[src/hdl/ffs_pkg.sv]
// Purpose: Shared constants and types for the diskette function sequencer
// Assumes: 12-bit words held in [11:0], word bit 0 of the host numbering is [11]
// Notes:   Wishbone byte offsets, one 32-bit word per register
package ffs_pkg;

  // ----------------------------------------------------------------------
  // Register map
  // ----------------------------------------------------------------------
  localparam logic [7:0] ADDR_CMD   = 8'h00;
  localparam logic [7:0] ADDR_DATA  = 8'h04;
  localparam logic [7:0] ADDR_FLAGS = 8'h08;
  localparam logic [7:0] ADDR_CTRL  = 8'h0C;

  // Flag register bits; a write of 1 clears done, transfer request, error
  localparam int FL_DONE = 0;
  localparam int FL_TR   = 1;
  localparam int FL_ERR  = 2;
  localparam int FL_IE   = 3;
  localparam int FL_IRQ  = 4;

  // Control register bits
  localparam int CT_IE   = 0;
  localparam int CT_INIT = 1;

  // ----------------------------------------------------------------------
  // Command word fields and parity
  // ----------------------------------------------------------------------
  localparam int CMD_FN_LSB = 1;
  localparam int CMD_DRV    = 4;
  localparam int CMD_MODE   = 6;
  localparam int PAR_BIT    = 12;

  typedef enum logic [2:0] {
    FN_FILL  = 3'h0,
    FN_EMPTY = 3'h1,
    FN_WRITE = 3'h2,
    FN_READ  = 3'h3,
    FN_NONE  = 3'h4,
    FN_RSTAT = 3'h5,
    FN_WDEL  = 3'h6,
    FN_RERR  = 3'h7
  } ffs_fn_t;

  // ----------------------------------------------------------------------
  // Status word masks and reset values
  // ----------------------------------------------------------------------
  localparam logic [11:0] MASK_CRC   = 12'h001;
  localparam logic [11:0] MASK_PAR   = 12'h002;
  localparam logic [11:0] MASK_ID    = 12'h004;
  localparam logic [11:0] MASK_DD    = 12'h040;
  localparam logic [11:0] MASK_RDY   = 12'h080;
  localparam logic [11:0] STATUS_RST = 12'h000;

  localparam logic [7:0] TRACK_MAX  = 8'h4C;
  localparam logic [6:0] BUF_LAST8  = 7'h7F;
  localparam int         WORDS12    = 64;

  // Failure codes for the read-error-code command
  localparam logic [7:0] ERRC_NONE  = 8'h00;
  localparam logic [7:0] ERRC_TRACK = 8'h01;
  localparam logic [7:0] ERRC_SEEK  = 8'h02;
  localparam logic [7:0] ERRC_CRC   = 8'h03;
  localparam logic [7:0] ERRC_PAR   = 8'h04;

  // ----------------------------------------------------------------------
  // Drive command carrier
  // ----------------------------------------------------------------------
  typedef enum logic [1:0] {
    DOP_WRITE = 2'h0,
    DOP_READ  = 2'h1,
    DOP_INIT  = 2'h2
  } ffs_dop_t;

  typedef struct packed {
    ffs_dop_t   op;
    logic       sel;
    logic       del;
    logic [6:0] track;
    logic [4:0] sector;
  } ffs_drv_cmd_t;

  localparam logic [6:0] INIT_TRACK  = 7'h01;
  localparam logic [4:0] INIT_SECTOR = 5'h01;

endpackage

[src/hdl/ffs_sequencer.sv]
// Purpose: Function-level command sequencer of a diskette subsystem
// Assumes: Drive logic on clk_i; power-good pin asynchronous
// Notes:   One interface register carries data, address and status; commands have their own
//
// Summary of operation
// - Command with good parity in done state drops completion
// - All three function bits decoded
// - Fill requests each word, 64 or 128
// - Completion only after whole buffer filled
// - Data reads after completion return status
// - Completion with enable raises interrupt
// - Empty clears errors, presents each word
// - Empty and write keep buffer intact
// - Write collects sector then track address
// - Bad track sets error and completion
// - Write seeks, writes, reports seek failures
// - Read clears bits, collects addresses, loads buffer
// - Check failure and deleted mark flagged
// - Read status presents status, sets completion
// - Write deleted reports deleted bit
// - Read error code presents failure code
// - Power loss unloads head, aborts everything
// - Power return runs initialize sequence
// - Initialize aborts any unfinished function
// - Command bit selects word length, twelve default
// - Command bit selects drive
// - Parity failure on command, sector or track word terminates with error
`timescale 1ns/1ps
module ffs_sequencer #(
  parameter int WORDS_12 = ffs_pkg::WORDS12
) (
  input  wire logic                  clk_i,            // 200 MHz clock
  input  wire logic                  rst_i,            // Sync reset, high
  input  wire logic                  wb_cyc_i,         // Bus cycle
  input  wire logic                  wb_stb_i,         // Bus strobe
  input  wire logic                  wb_we_i,          // Write enable
  input  wire logic [7:0]            wb_adr_i,         // Byte address
  input  wire logic [3:0]            wb_sel_i,         // Byte lanes
  input  wire logic [31:0]           wb_dat_i,         // Write data
  output logic      [31:0]           wb_dat_o,         // Read data
  output logic                       wb_ack_o,         // Acknowledge
  output logic                       irq_o,            // Interrupt request
  input  wire logic                  pwr_ok_i,         // Supply good pin
  output logic                       head_unload_o,    // Unload heads
  output ffs_pkg::ffs_drv_cmd_t      drv_cmd_o,        // Drive operation
  output logic                       drv_req_o,        // Drive request level
  input  wire logic                  drv_ack_i,        // Drive done pulse
  input  wire logic                  drv_seek_err_i,   // Seek failed
  input  wire logic                  drv_crc_err_i,    // Check char failed
  input  wire logic                  drv_dd_i,         // Deleted mark seen
  input  wire logic                  drv_rdy_i,        // Selected drive ready
  input  wire logic [6:0]            drv_buf_addr_i,   // Buffer address
  input  wire logic                  drv_buf_we_i,     // Buffer write
  input  wire logic [11:0]           drv_buf_wdata_i,  // Buffer write data
  output logic      [11:0]           drv_buf_rdata_o   // Buffer read data
);

  if (WORDS_12 < 1 || WORDS_12 > 64) begin : g_chk
    $error("WORDS_12 must lie in 1..64");
  end

  // ----------------------------------------------------------------------
  // Types and state
  // ----------------------------------------------------------------------
  typedef enum logic [3:0] {
    S_DONE   = 4'h0,
    S_DECODE = 4'h1,
    S_FILL   = 4'h3,
    S_EMPTY  = 4'h2,
    S_SECT   = 4'h6,
    S_TRK    = 4'h7,
    S_DRIVE  = 4'h5,
    S_INIT   = 4'h4,
    S_PWRDN  = 4'hC
  } ffs_state_t;

  ffs_state_t       st;
  ffs_pkg::ffs_fn_t fn;
  logic [11:0]      ir;
  logic [11:0]      status;
  logic [11:0]      next_drv_status;
  logic [7:0]       errc;
  logic             done;
  logic             tr;
  logic             err;
  logic             ie;
  logic             mode8;
  logic [6:0]       idx;
  logic [11:0]      mem [0:127];
  logic             pwr_meta;
  logic             pwr_ok;
  logic             pwr_prev;
  logic             ack;
  logic             take;
  logic             wr_cmd;
  logic             wr_data;
  logic             rd_data;
  logic             wr_flags;
  logic             init_cmd;
  logic             pwr_lost;
  logic             pwr_back;
  logic             buf_we;
  logic             data_par_ok;
  logic [11:0]      rd_word;

  function automatic logic par_ok(input logic [12:0] w);
    return ^w;
  endfunction

  function automatic logic is_last(input logic [6:0] i, input logic m8);
    return m8 ? (i == ffs_pkg::BUF_LAST8) : (i == 7'(WORDS_12 - 1));
  endfunction

  // ----------------------------------------------------------------------
  // Wishbone slave
  // ----------------------------------------------------------------------
  assign take     = wb_cyc_i & wb_stb_i & ~ack;
  assign wr_cmd   = take & wb_we_i & wb_sel_i[0] & (wb_adr_i == ffs_pkg::ADDR_CMD);
  assign wr_data  = take & wb_we_i & wb_sel_i[0] & (wb_adr_i == ffs_pkg::ADDR_DATA);
  assign rd_data  = take & ~wb_we_i & (wb_adr_i == ffs_pkg::ADDR_DATA);
  assign wr_flags = take & wb_we_i & wb_sel_i[0] & (wb_adr_i == ffs_pkg::ADDR_FLAGS);
  assign init_cmd = take & wb_we_i & wb_sel_i[0] & (wb_adr_i == ffs_pkg::ADDR_CTRL)
                  & wb_dat_i[ffs_pkg::CT_INIT];
  assign data_par_ok = par_ok(wb_dat_i[ffs_pkg::PAR_BIT:0]);
  assign wb_ack_o = ack;

  always_ff @(posedge clk_i) begin
    if (rst_i) begin
      ack      <= 1'b0;
      wb_dat_o <= 32'h0000_0000;
    end else begin
      ack <= take;
      if (take && !wb_we_i) begin
        case (wb_adr_i)
          ffs_pkg::ADDR_DATA:  wb_dat_o <= {20'h0_0000, ir};
          ffs_pkg::ADDR_FLAGS: wb_dat_o <= {27'h000_0000, irq_o, ie, err, tr, done};
          ffs_pkg::ADDR_CTRL:  wb_dat_o <= {31'h0000_0000, ie};
          default:             wb_dat_o <= 32'h0000_0000;
        endcase
      end
    end
  end

  // Interrupt enable; initialize clears it along with the flags
  always_ff @(posedge clk_i) begin
    if (rst_i) begin
      ie <= 1'b0;
    end else if (init_cmd) begin
      ie <= 1'b0;
    end else if (take && wb_we_i && wb_sel_i[0] && wb_adr_i == ffs_pkg::ADDR_CTRL) begin
      ie <= wb_dat_i[ffs_pkg::CT_IE];
    end
  end

  assign irq_o = done & ie;

  // ----------------------------------------------------------------------
  // Power-good synchroniser
  // ----------------------------------------------------------------------
  always_ff @(posedge clk_i) begin
    if (rst_i) begin
      pwr_meta <= 1'b0;
      pwr_ok   <= 1'b0;
      pwr_prev <= 1'b0;
    end else begin
      pwr_meta <= pwr_ok_i;
      pwr_ok   <= pwr_meta;
      pwr_prev <= pwr_ok;
    end
  end

  assign pwr_lost = pwr_prev & ~pwr_ok;
  assign pwr_back = ~pwr_prev & pwr_ok;

  // ----------------------------------------------------------------------
  // Sector buffer
  // ----------------------------------------------------------------------
  // Drive may only load the buffer on read and initialize operations
  assign buf_we = ((st == S_FILL) && wr_data && !tr)
                | ((st == S_DRIVE || st == S_INIT) && drv_buf_we_i
                   && drv_cmd_o.op != ffs_pkg::DOP_WRITE);

  always_ff @(posedge clk_i) begin
    if ((st == S_FILL) && wr_data && !tr) begin
      mem[idx] <= mode8 ? {4'h0, wb_dat_i[7:0]} : wb_dat_i[11:0];
    end else if (buf_we) begin
      mem[drv_buf_addr_i] <= drv_buf_wdata_i;
    end
  end

  always_ff @(posedge clk_i) begin
    drv_buf_rdata_o <= mem[drv_buf_addr_i];
  end

  assign rd_word = mem[idx + 7'h01];

  always_comb begin
    next_drv_status = status;
    if (drv_crc_err_i) begin
      next_drv_status = next_drv_status | ffs_pkg::MASK_CRC;
    end
    if (drv_dd_i || drv_cmd_o.del) begin
      next_drv_status = next_drv_status | ffs_pkg::MASK_DD;
    end
  end

  // ----------------------------------------------------------------------
  // Function sequencer
  // ----------------------------------------------------------------------
  always_ff @(posedge clk_i) begin
    if (rst_i) begin
      st            <= S_PWRDN;
      fn            <= ffs_pkg::FN_FILL;
      ir            <= ffs_pkg::STATUS_RST;
      status        <= ffs_pkg::STATUS_RST;
      errc          <= ffs_pkg::ERRC_NONE;
      done          <= 1'b0;
      tr            <= 1'b0;
      err           <= 1'b0;
      mode8         <= 1'b0;
      idx           <= 7'h00;
      drv_req_o     <= 1'b0;
      drv_cmd_o     <= '0;
      head_unload_o <= 1'b1;
    end else begin
      // Clears first so that a same-cycle set wins
      if (wr_flags && wb_dat_i[ffs_pkg::FL_DONE]) begin
        done <= 1'b0;
      end
      if (wr_flags && wb_dat_i[ffs_pkg::FL_TR]) begin
        tr <= 1'b0;
      end
      if (wr_flags && wb_dat_i[ffs_pkg::FL_ERR]) begin
        err <= 1'b0;
      end
      if (pwr_lost) begin
        st            <= S_PWRDN;
        done          <= 1'b0;
        tr            <= 1'b0;
        drv_req_o     <= 1'b0;
        head_unload_o <= 1'b1;
      end else if ((st == S_PWRDN && pwr_back) || (st != S_PWRDN && init_cmd)) begin
        st            <= S_INIT;
        done          <= 1'b0;
        tr            <= 1'b0;
        err           <= 1'b0;
        status        <= ffs_pkg::STATUS_RST;
        errc          <= ffs_pkg::ERRC_NONE;
        mode8         <= 1'b0;
        idx           <= 7'h00;
        head_unload_o <= 1'b0;
        drv_req_o     <= 1'b1;
        drv_cmd_o     <= '{op: ffs_pkg::DOP_INIT, sel: 1'b0, del: 1'b0,
                           track: ffs_pkg::INIT_TRACK, sector: ffs_pkg::INIT_SECTOR};
      end else begin
        case (st)
          S_DONE: begin
            if (wr_cmd) begin
              done <= 1'b0;
              if (!data_par_ok) begin
                status <= status | ffs_pkg::MASK_PAR;
                ir     <= status | ffs_pkg::MASK_PAR;
                errc   <= ffs_pkg::ERRC_PAR;
                err    <= 1'b1;
                done   <= 1'b1;
              end else begin
                fn            <= ffs_pkg::ffs_fn_t'(wb_dat_i[ffs_pkg::CMD_FN_LSB +: 3]);
                drv_cmd_o.sel <= wb_dat_i[ffs_pkg::CMD_DRV];
                mode8         <= wb_dat_i[ffs_pkg::CMD_MODE];
                status        <= status & ~ffs_pkg::MASK_ID;
                err           <= 1'b0;
                st            <= S_DECODE;
              end
            end
          end
          S_DECODE: begin
            idx <= 7'h00;
            case (fn)
              ffs_pkg::FN_FILL: begin
                tr <= 1'b1;
                st <= S_FILL;
              end
              ffs_pkg::FN_EMPTY: begin
                status <= status & ~(ffs_pkg::MASK_PAR | ffs_pkg::MASK_CRC);
                ir     <= mem[0];
                tr     <= 1'b1;
                st     <= S_EMPTY;
              end
              ffs_pkg::FN_WRITE, ffs_pkg::FN_WDEL: begin
                status        <= status & ~(ffs_pkg::MASK_PAR | ffs_pkg::MASK_CRC);
                drv_cmd_o.op  <= ffs_pkg::DOP_WRITE;
                drv_cmd_o.del <= (fn == ffs_pkg::FN_WDEL);
                tr            <= 1'b1;
                st            <= S_SECT;
              end
              ffs_pkg::FN_READ: begin
                status        <= status & ~(ffs_pkg::MASK_DD | ffs_pkg::MASK_PAR
                                            | ffs_pkg::MASK_CRC);
                drv_cmd_o.op  <= ffs_pkg::DOP_READ;
                drv_cmd_o.del <= 1'b0;
                tr            <= 1'b1;
                st            <= S_SECT;
              end
              ffs_pkg::FN_RSTAT: begin
                ir   <= (status & ~(ffs_pkg::MASK_ID | ffs_pkg::MASK_RDY))
                        | (drv_rdy_i ? ffs_pkg::MASK_RDY : 12'h000);
                done <= 1'b1;
                st   <= S_DONE;
              end
              ffs_pkg::FN_RERR: begin
                ir   <= {4'h0, errc};
                done <= 1'b1;
                st   <= S_DONE;
              end
              default: begin
                ir   <= status;
                done <= 1'b1;
                st   <= S_DONE;
              end
            endcase
          end
          S_FILL: begin
            if (wr_data && !tr) begin
              idx <= idx + 7'h01;
              if (is_last(idx, mode8)) begin
                ir   <= status;
                done <= 1'b1;
                st   <= S_DONE;
              end else begin
                tr <= 1'b1;
              end
            end
          end
          S_EMPTY: begin
            if (rd_data && !tr) begin
              idx <= idx + 7'h01;
              if (is_last(idx, mode8)) begin
                ir   <= status;
                done <= 1'b1;
                st   <= S_DONE;
              end else begin
                ir <= rd_word;
                tr <= 1'b1;
              end
            end
          end
          S_SECT: begin
            if (wr_data && !tr) begin
              if (!data_par_ok) begin
                status <= status | ffs_pkg::MASK_PAR;
                ir     <= status | ffs_pkg::MASK_PAR;
                errc   <= ffs_pkg::ERRC_PAR;
                err    <= 1'b1;
                done   <= 1'b1;
                st     <= S_DONE;
              end else begin
                drv_cmd_o.sector <= wb_dat_i[4:0];
                tr               <= 1'b1;
                st               <= S_TRK;
              end
            end
          end
          S_TRK: begin
            if (wr_data && !tr) begin
              if (!data_par_ok) begin
                status <= status | ffs_pkg::MASK_PAR;
                ir     <= status | ffs_pkg::MASK_PAR;
                errc   <= ffs_pkg::ERRC_PAR;
                err    <= 1'b1;
                done   <= 1'b1;
                st     <= S_DONE;
              end else if (wb_dat_i[7:0] > ffs_pkg::TRACK_MAX) begin
                ir   <= status;
                errc <= ffs_pkg::ERRC_TRACK;
                err  <= 1'b1;
                done <= 1'b1;
                st   <= S_DONE;
              end else begin
                drv_cmd_o.track <= wb_dat_i[6:0];
                drv_req_o       <= 1'b1;
                st              <= S_DRIVE;
              end
            end
          end
          S_DRIVE: begin
            if (drv_ack_i) begin
              drv_req_o <= 1'b0;
              status    <= next_drv_status;
              ir        <= next_drv_status;
              err       <= drv_seek_err_i | drv_crc_err_i;
              errc      <= drv_seek_err_i ? ffs_pkg::ERRC_SEEK
                         : drv_crc_err_i ? ffs_pkg::ERRC_CRC : errc;
              done      <= 1'b1;
              st        <= S_DONE;
            end
          end
          S_INIT: begin
            if (drv_ack_i) begin
              drv_req_o <= 1'b0;
              status    <= ffs_pkg::MASK_ID;
              ir        <= ffs_pkg::MASK_ID;
              done      <= 1'b1;
              st        <= S_DONE;
            end
          end
          S_PWRDN: begin
            drv_req_o <= 1'b0;
          end
          default: begin
            st <= S_DONE;
          end
        endcase
      end
    end
  end

  // ----------------------------------------------------------------------
  // Checks
  // ----------------------------------------------------------------------
  a_cmd_drops_done: assert property (@(posedge clk_i) disable iff (rst_i)
    (st == S_DONE && wr_cmd && !pwr_lost && !init_cmd && data_par_ok)
      |=> !done && st == S_DECODE) else $error("command did not drop completion");

  a_irq_on_done: assert property (@(posedge clk_i) disable iff (rst_i)
    (st == S_FILL && wr_data && !tr && is_last(idx, mode8) && ie && !pwr_lost)
      |=> irq_o) else $error("missing interrupt");

  a_fill_no_done: assert property (@(posedge clk_i) disable iff (rst_i)
    (st == S_FILL && !(wr_data && !tr && is_last(idx, mode8)))
      |=> !done || st != S_DONE) else $error("completion before buffer full");

  a_track_range: assert property (@(posedge clk_i) disable iff (rst_i)
    (st == S_TRK && wr_data && !tr && data_par_ok && !pwr_lost && !init_cmd
     && wb_dat_i[7:0] > ffs_pkg::TRACK_MAX)
      |=> err && done && !drv_req_o) else $error("bad track not refused");

  a_empty_keeps_buf: assert property (@(posedge clk_i) disable iff (rst_i)
    (st == S_EMPTY || (st == S_DRIVE && drv_cmd_o.op == ffs_pkg::DOP_WRITE))
      |-> !buf_we) else $error("buffer written during empty or write");

  a_pwr_abort: assert property (@(posedge clk_i) disable iff (rst_i)
    pwr_lost |=> st == S_PWRDN && !drv_req_o && head_unload_o && !done)
    else $error("power loss not handled");

  a_init_done: assert property (@(posedge clk_i) disable iff (rst_i)
    (st == S_INIT && drv_ack_i && !pwr_lost && !init_cmd)
      |=> done && status == ffs_pkg::MASK_ID && !err) else $error("init did not finish");

  a_sect_to_trk: assert property (@(posedge clk_i) disable iff (rst_i)
    (st == S_SECT && wr_data && !tr && data_par_ok && !pwr_lost && !init_cmd)
      |=> st == S_TRK && tr) else $error("track request missing");

  a_par_error: assert property (@(posedge clk_i) disable iff (rst_i)
    (st == S_DONE && wr_cmd && !data_par_ok && !pwr_lost && !init_cmd)
      |=> err && done && (ir & ffs_pkg::MASK_PAR) != 12'h000)
    else $error("parity failure not reported");

  a_init_abort: assert property (@(posedge clk_i) disable iff (rst_i)
    (init_cmd && st != S_PWRDN && !pwr_lost)
      |=> st == S_INIT && !done && !tr && !mode8) else $error("init did not abort");

endmodule

[config.mk]
export PLATFORM = sky130hd
export DESIGN_NAME = ffs_sequencer
export DESIGN_NICKNAME = d
export VERILOG_FILES = /design/src/hdl/ffs_pkg.sv /design/src/hdl/ffs_sequencer.sv
export SDC_FILE = /design/constraint.sdc
export NUM_CORES = 2
export LEC_CHECK = 0
export BUFFER_PORTS_ARGS = -buffer_cell sky130_fd_sc_hd__buf_2
export CAP_MARGIN = 20
export CORE_MARGIN = 2
export CORE_UTILIZATION = 30
export DETAILED_ROUTE_END_ITERATION = 8
export PLACE_DENSITY_LB_ADDON = 0.12
export SLEW_MARGIN = 20
export SYNTH_ARGS = -nofsm -noshare
export SYNTH_HDL_FRONTEND = slang
export SYNTH_SLANG_ARGS = --single-unit
[constraint.sdc]
create_clock -name clk_i -period 15.15 [get_ports clk_i]
set_clock_uncertainty 0.2 [all_clocks]
set_input_delay 3.03 -clock clk_i [delete_from_list [all_inputs] [get_ports clk_i]]
set_output_delay 3.03 -clock clk_i [all_outputs]
set_load 0.02 [all_outputs]
==> results.sh <==
export IMPL_synth_area_leaders="edfxtp_1 61%, mux4_2 29%, dfxtp_1 2.2%"
export IMPL_synth_fa_ha_area_share_pct=0.0986
export IMPL_drcViolationCount=0
export IMPL_status="completed"
export IMPL_cts_resized=0
export IMPL_gp_congestion=0.816
export IMPL_grt_max_degree=116
export IMPL_finalSetupViolations=0
export IMPL_synth_top_family_by_area="multiplexers"
export IMPL_ys_types=77
export IMPL_path_clk_slew_ns=0.06
export IMPL_yosysSeqAreaShare_pct=62.8
export IMPL_path_cells="buf_8, buf_4, buf_4, mux4_2, mux4_2, mux4_2, mux2_2"
export IMPL_synth_area_per_cell_um2=20.4
export IMPL_tns_ns=0
export IMPL_synth_compound_area_share_pct=1.70
export IMPL_via_per_inst=5.56
export IMPL_rsz0062_at_grt="no"
export IMPL_routedWlPerCell_um=33.9
export IMPL_path_common_cell="mux4_2"
export IMPL_relSlewSlack_pct=23.0
export IMPL_vias=41300
export IMPL_drt_iter0_markers=4321
export IMPL_utilization_pct=34.7
export IMPL_finalCritPeriodShare_pct=44.5
export IMPL_track_usage_pct=19.4
export IMPL_row_count=184
export IMPL_synth_top_area_share_pct=60.6
export IMPL_hold_path_class="register to register"
export IMPL_crit_family="multiplexers"
export IMPL_syn_cell_area_mm2=0.0762
export IMPL_die_w_um=508
export IMPL_setup_slack_ns=8.41
export IMPL_power_density_mw_per_mm2=112
export IMPL_cts_sinks=1620
export IMPL_initial_core_util_pct=30.2
export IMPL_worst_slew_pin_slew_ns=1.14
export IMPL_period_needed_ns=6.74
export IMPL_rrSetupSlack_ns=9.29
export IMPL_port_buffer_count=96
export IMPL_post_cts_setup_buffers=0
export IMPL_syn_inst=3736
export IMPL_cp_required_ns=15.66
export IMPL_grt_pass1_wl_mm=348
export IMPL_maxCapViolations=0
export IMPL_critical_path_max_stage_delay_ns=0.83
export IMPL_synth_mux_area_share_pct=30.4
export IMPL_clock_insertion_delay_worst_skew_ns=0.85
export IMPL_clock_path_buffers=3
export IMPL_hpwlAfterDp_mm=153
export IMPL_path_buf_inv=3
export IMPL_place_ws_ns=7.48
export IMPL_drv_slew=0
export IMPL_hold_viol_final=0
export IMPL_max_freq_mhz=148
export IMPL_dieArea_mm2=0.258
export IMPL_crit_type="input pin to register"
export IMPL_ctsHoldBuffers=0
export IMPL_synth_ff_type="edfxtp_1"
export IMPL_cp_end_kind="register"
export IMPL_drive_above_1_share_pct=40.0
export IMPL_fill_cells=23600
export IMPL_ios=139
export IMPL_ys_warn_count=0
export IMPL_critPathMaxFanout=41
export IMPL_synth_area_leader_cell="edfxtp_1"
export IMPL_area_growth_pct=14.6
export IMPL_die_h_um=508
export IMPL_drt_wl_total_mm=252
export IMPL_antenna_found_initial=20
export IMPL_synth_edf_count=1536
export IMPL_p_leak_nw=26.5
export IMPL_grt_pass1_vias=42100
export IMPL_cts_buffers=183
export IMPL_gr_total_overflow=0
export IMPL_cpMaxStageDelayCell="buf_4"
export IMPL_async_flop_share_pct=0
export IMPL_h_tree_depth=4
export IMPL_multiInputGateArea_mm2=0.0274
export IMPL_synth_xor_xnor_area_share_pct=0.200
export IMPL_final_nets=4003
export IMPL_design_core_area_mm2=0.252
export IMPL_cts_tree="built"
export IMPL_drt_first_pass_iters=5
export IMPL_ys_top_cells_by_count="1,536 x edfxtp_1, 966 x mux4_2, 196 x nor2_1"
export IMPL_start_kind="input pin"
export IMPL_seqCellArea_mm2=0.0478
export IMPL_drt_antenna_violating_nets=0
export IMPL_synth_seq_cells=1620
export IMPL_synthSimpleGateAreaFrac_pct=2.89
export IMPL_ctsRootBufferMaster="clkbuf_16"
export IMPL_synth_most_common_cell="edfxtp_1"
export IMPL_ir_drop_uv=105
export IMPL_cp_arrival_ns=7.25
[sequential cells by signal, summed over array words and instances, names as in the netlist]
signal / count
drv_cmd_o: 16
pwr_ok: 1
st: 4
idx: 7
pwr_meta: 1
tr: 1
pwr_prev: 1
done: 1
errc: 3
drv_req_o: 1
head_unload_o: 1
drv_buf_rdata_o: 12
status: 4
wb_dat_o: 12
err: 1
wb_ack_o: 1
ir: 12
fn: 3
mode8: 1
ie: 1
mem: 1536
[worst register-to-register path, delay by kind of cell (launching register included)]
kind	cells	cell delay [ns]
and+or+nand+nor	2	0.29
muxes	4	2.15
DFF	1	0.79
buffers and inverters	2	1.55
adders and majority gates	1	0.76
[through the flow]
stage / hold WS [ns] / power, W / instance area [um^2] / instances
6_report: 0.245 / 0.00976 / 87300 / 7427
3_5_place_dp: 0.231 / 0.00561 / 81600 / 7085
2_1_floorplan: 0.214 / 0.00540 / 76200 / 3755
4_1_cts: 0.249 / 0.00988 / 87200 / 7418
5_1_grt: 0.266 / 0.0101 / 87300 / 7421
3_3_place_gp: 0.240 / 0.00561 / 81500 / 7082
[routing by layer]
metal  vias to the layer above  track usage (%)  part of all wire, %
li1                      16600                -                    -
met1                     22900             27.9                   44
met2                      1523             30.9                   47
met3                       266             2.84                  5.8
met4                         0             4.98                  2.3
met5                         -                0                    0
[layout by cell type, fill, tap and decap left out, types with 8 or more instances in the layout]
cell type | netlist | routed
a21oi_1 | 46 | 46
conb_1 | 1 | 20
dfxtp_1 | 84 | 83
clkinv_2 | 0 | 24
mux4_2 | 966 | 966
nand2_1 | 83 | 83
clkinv_1 | 0 | 32
a211oi_1 | 9 | 9
a31oi_1 | 11 | 11
clkbuf_16 | 0 | 189
inv_1 | 17 | 17
nor3_1 | 19 | 17
diode_2 | 0 | 9
buf_2 | 87 | 92
nor2_4 | 0 | 19
nor2_2 | 0 | 48
or3_1 | 12 | 12
nor2b_1 | 14 | 14
o21ai_0 | 39 | 29
o21ai_4 | 0 | 9
a22oi_1 | 20 | 20
nand4_1 | 24 | 24
nand3_1 | 52 | 52
clkbuf_1 | 167 | 61
nand2b_1 | 21 | 21
nor2_1 | 196 | 129
mux2_2 | 26 | 23
edfxtp_1 | 1536 | 1536
buf_4 | 25 | 187
o31ai_1 | 8 | 8
mux2i_1 | 111 | 111
[power by group]
group	switching, W	total [W]	internal [W]
Sequential	0.0000102	0.00493	0.00492
Clock	0.00182	0.00425	0.00244
Combinational	0.000367	0.000576	0.000209
Total	0.00220	0.00976	0.00757
[final timing paths]
kind                  startpoint                          to  depth (start not counted)
max            drv_buf_addr_i[0]  drv_buf_rdata_o[4]$_DFF_P_                          7
min          pwr_meta$_SDFF_PP0_           pwr_ok$_SDFF_PP0_                          1
max reg2reg  idx[0]$_SDFFE_PP0P_         ir[10]$_SDFFE_PP0P_                          9
min reg2reg  pwr_meta$_SDFF_PP0_           pwr_ok$_SDFF_PP0_                          1
[cell type report]
cell class / instances / share of cell area (%)
Sequential cell: 1620 / 54.8
Multi-Input combinational cell: 1807 / 31.4
Clock buffer: 257 / 5.79
Tap cell: 3348 / 4.80
Timing Repair Buffer: 293 / 2.41
Clock inverter: 76 / 0.688
Inverter: 17 / 0.0731
Antenna cell: 9 / 0.0258
[cell families after synthesis]
family / after synthesis
AO/OA/AOI/OAI: 195
flip-flops: 1620
XOR/XNOR: 15
other: 1
AND/OR/NAND/NOR: 468
adder cells (fa/ha/maj): 6
buffers and inverters: 328
multiplexers: 1103
(Power assumes the default switching activity.)
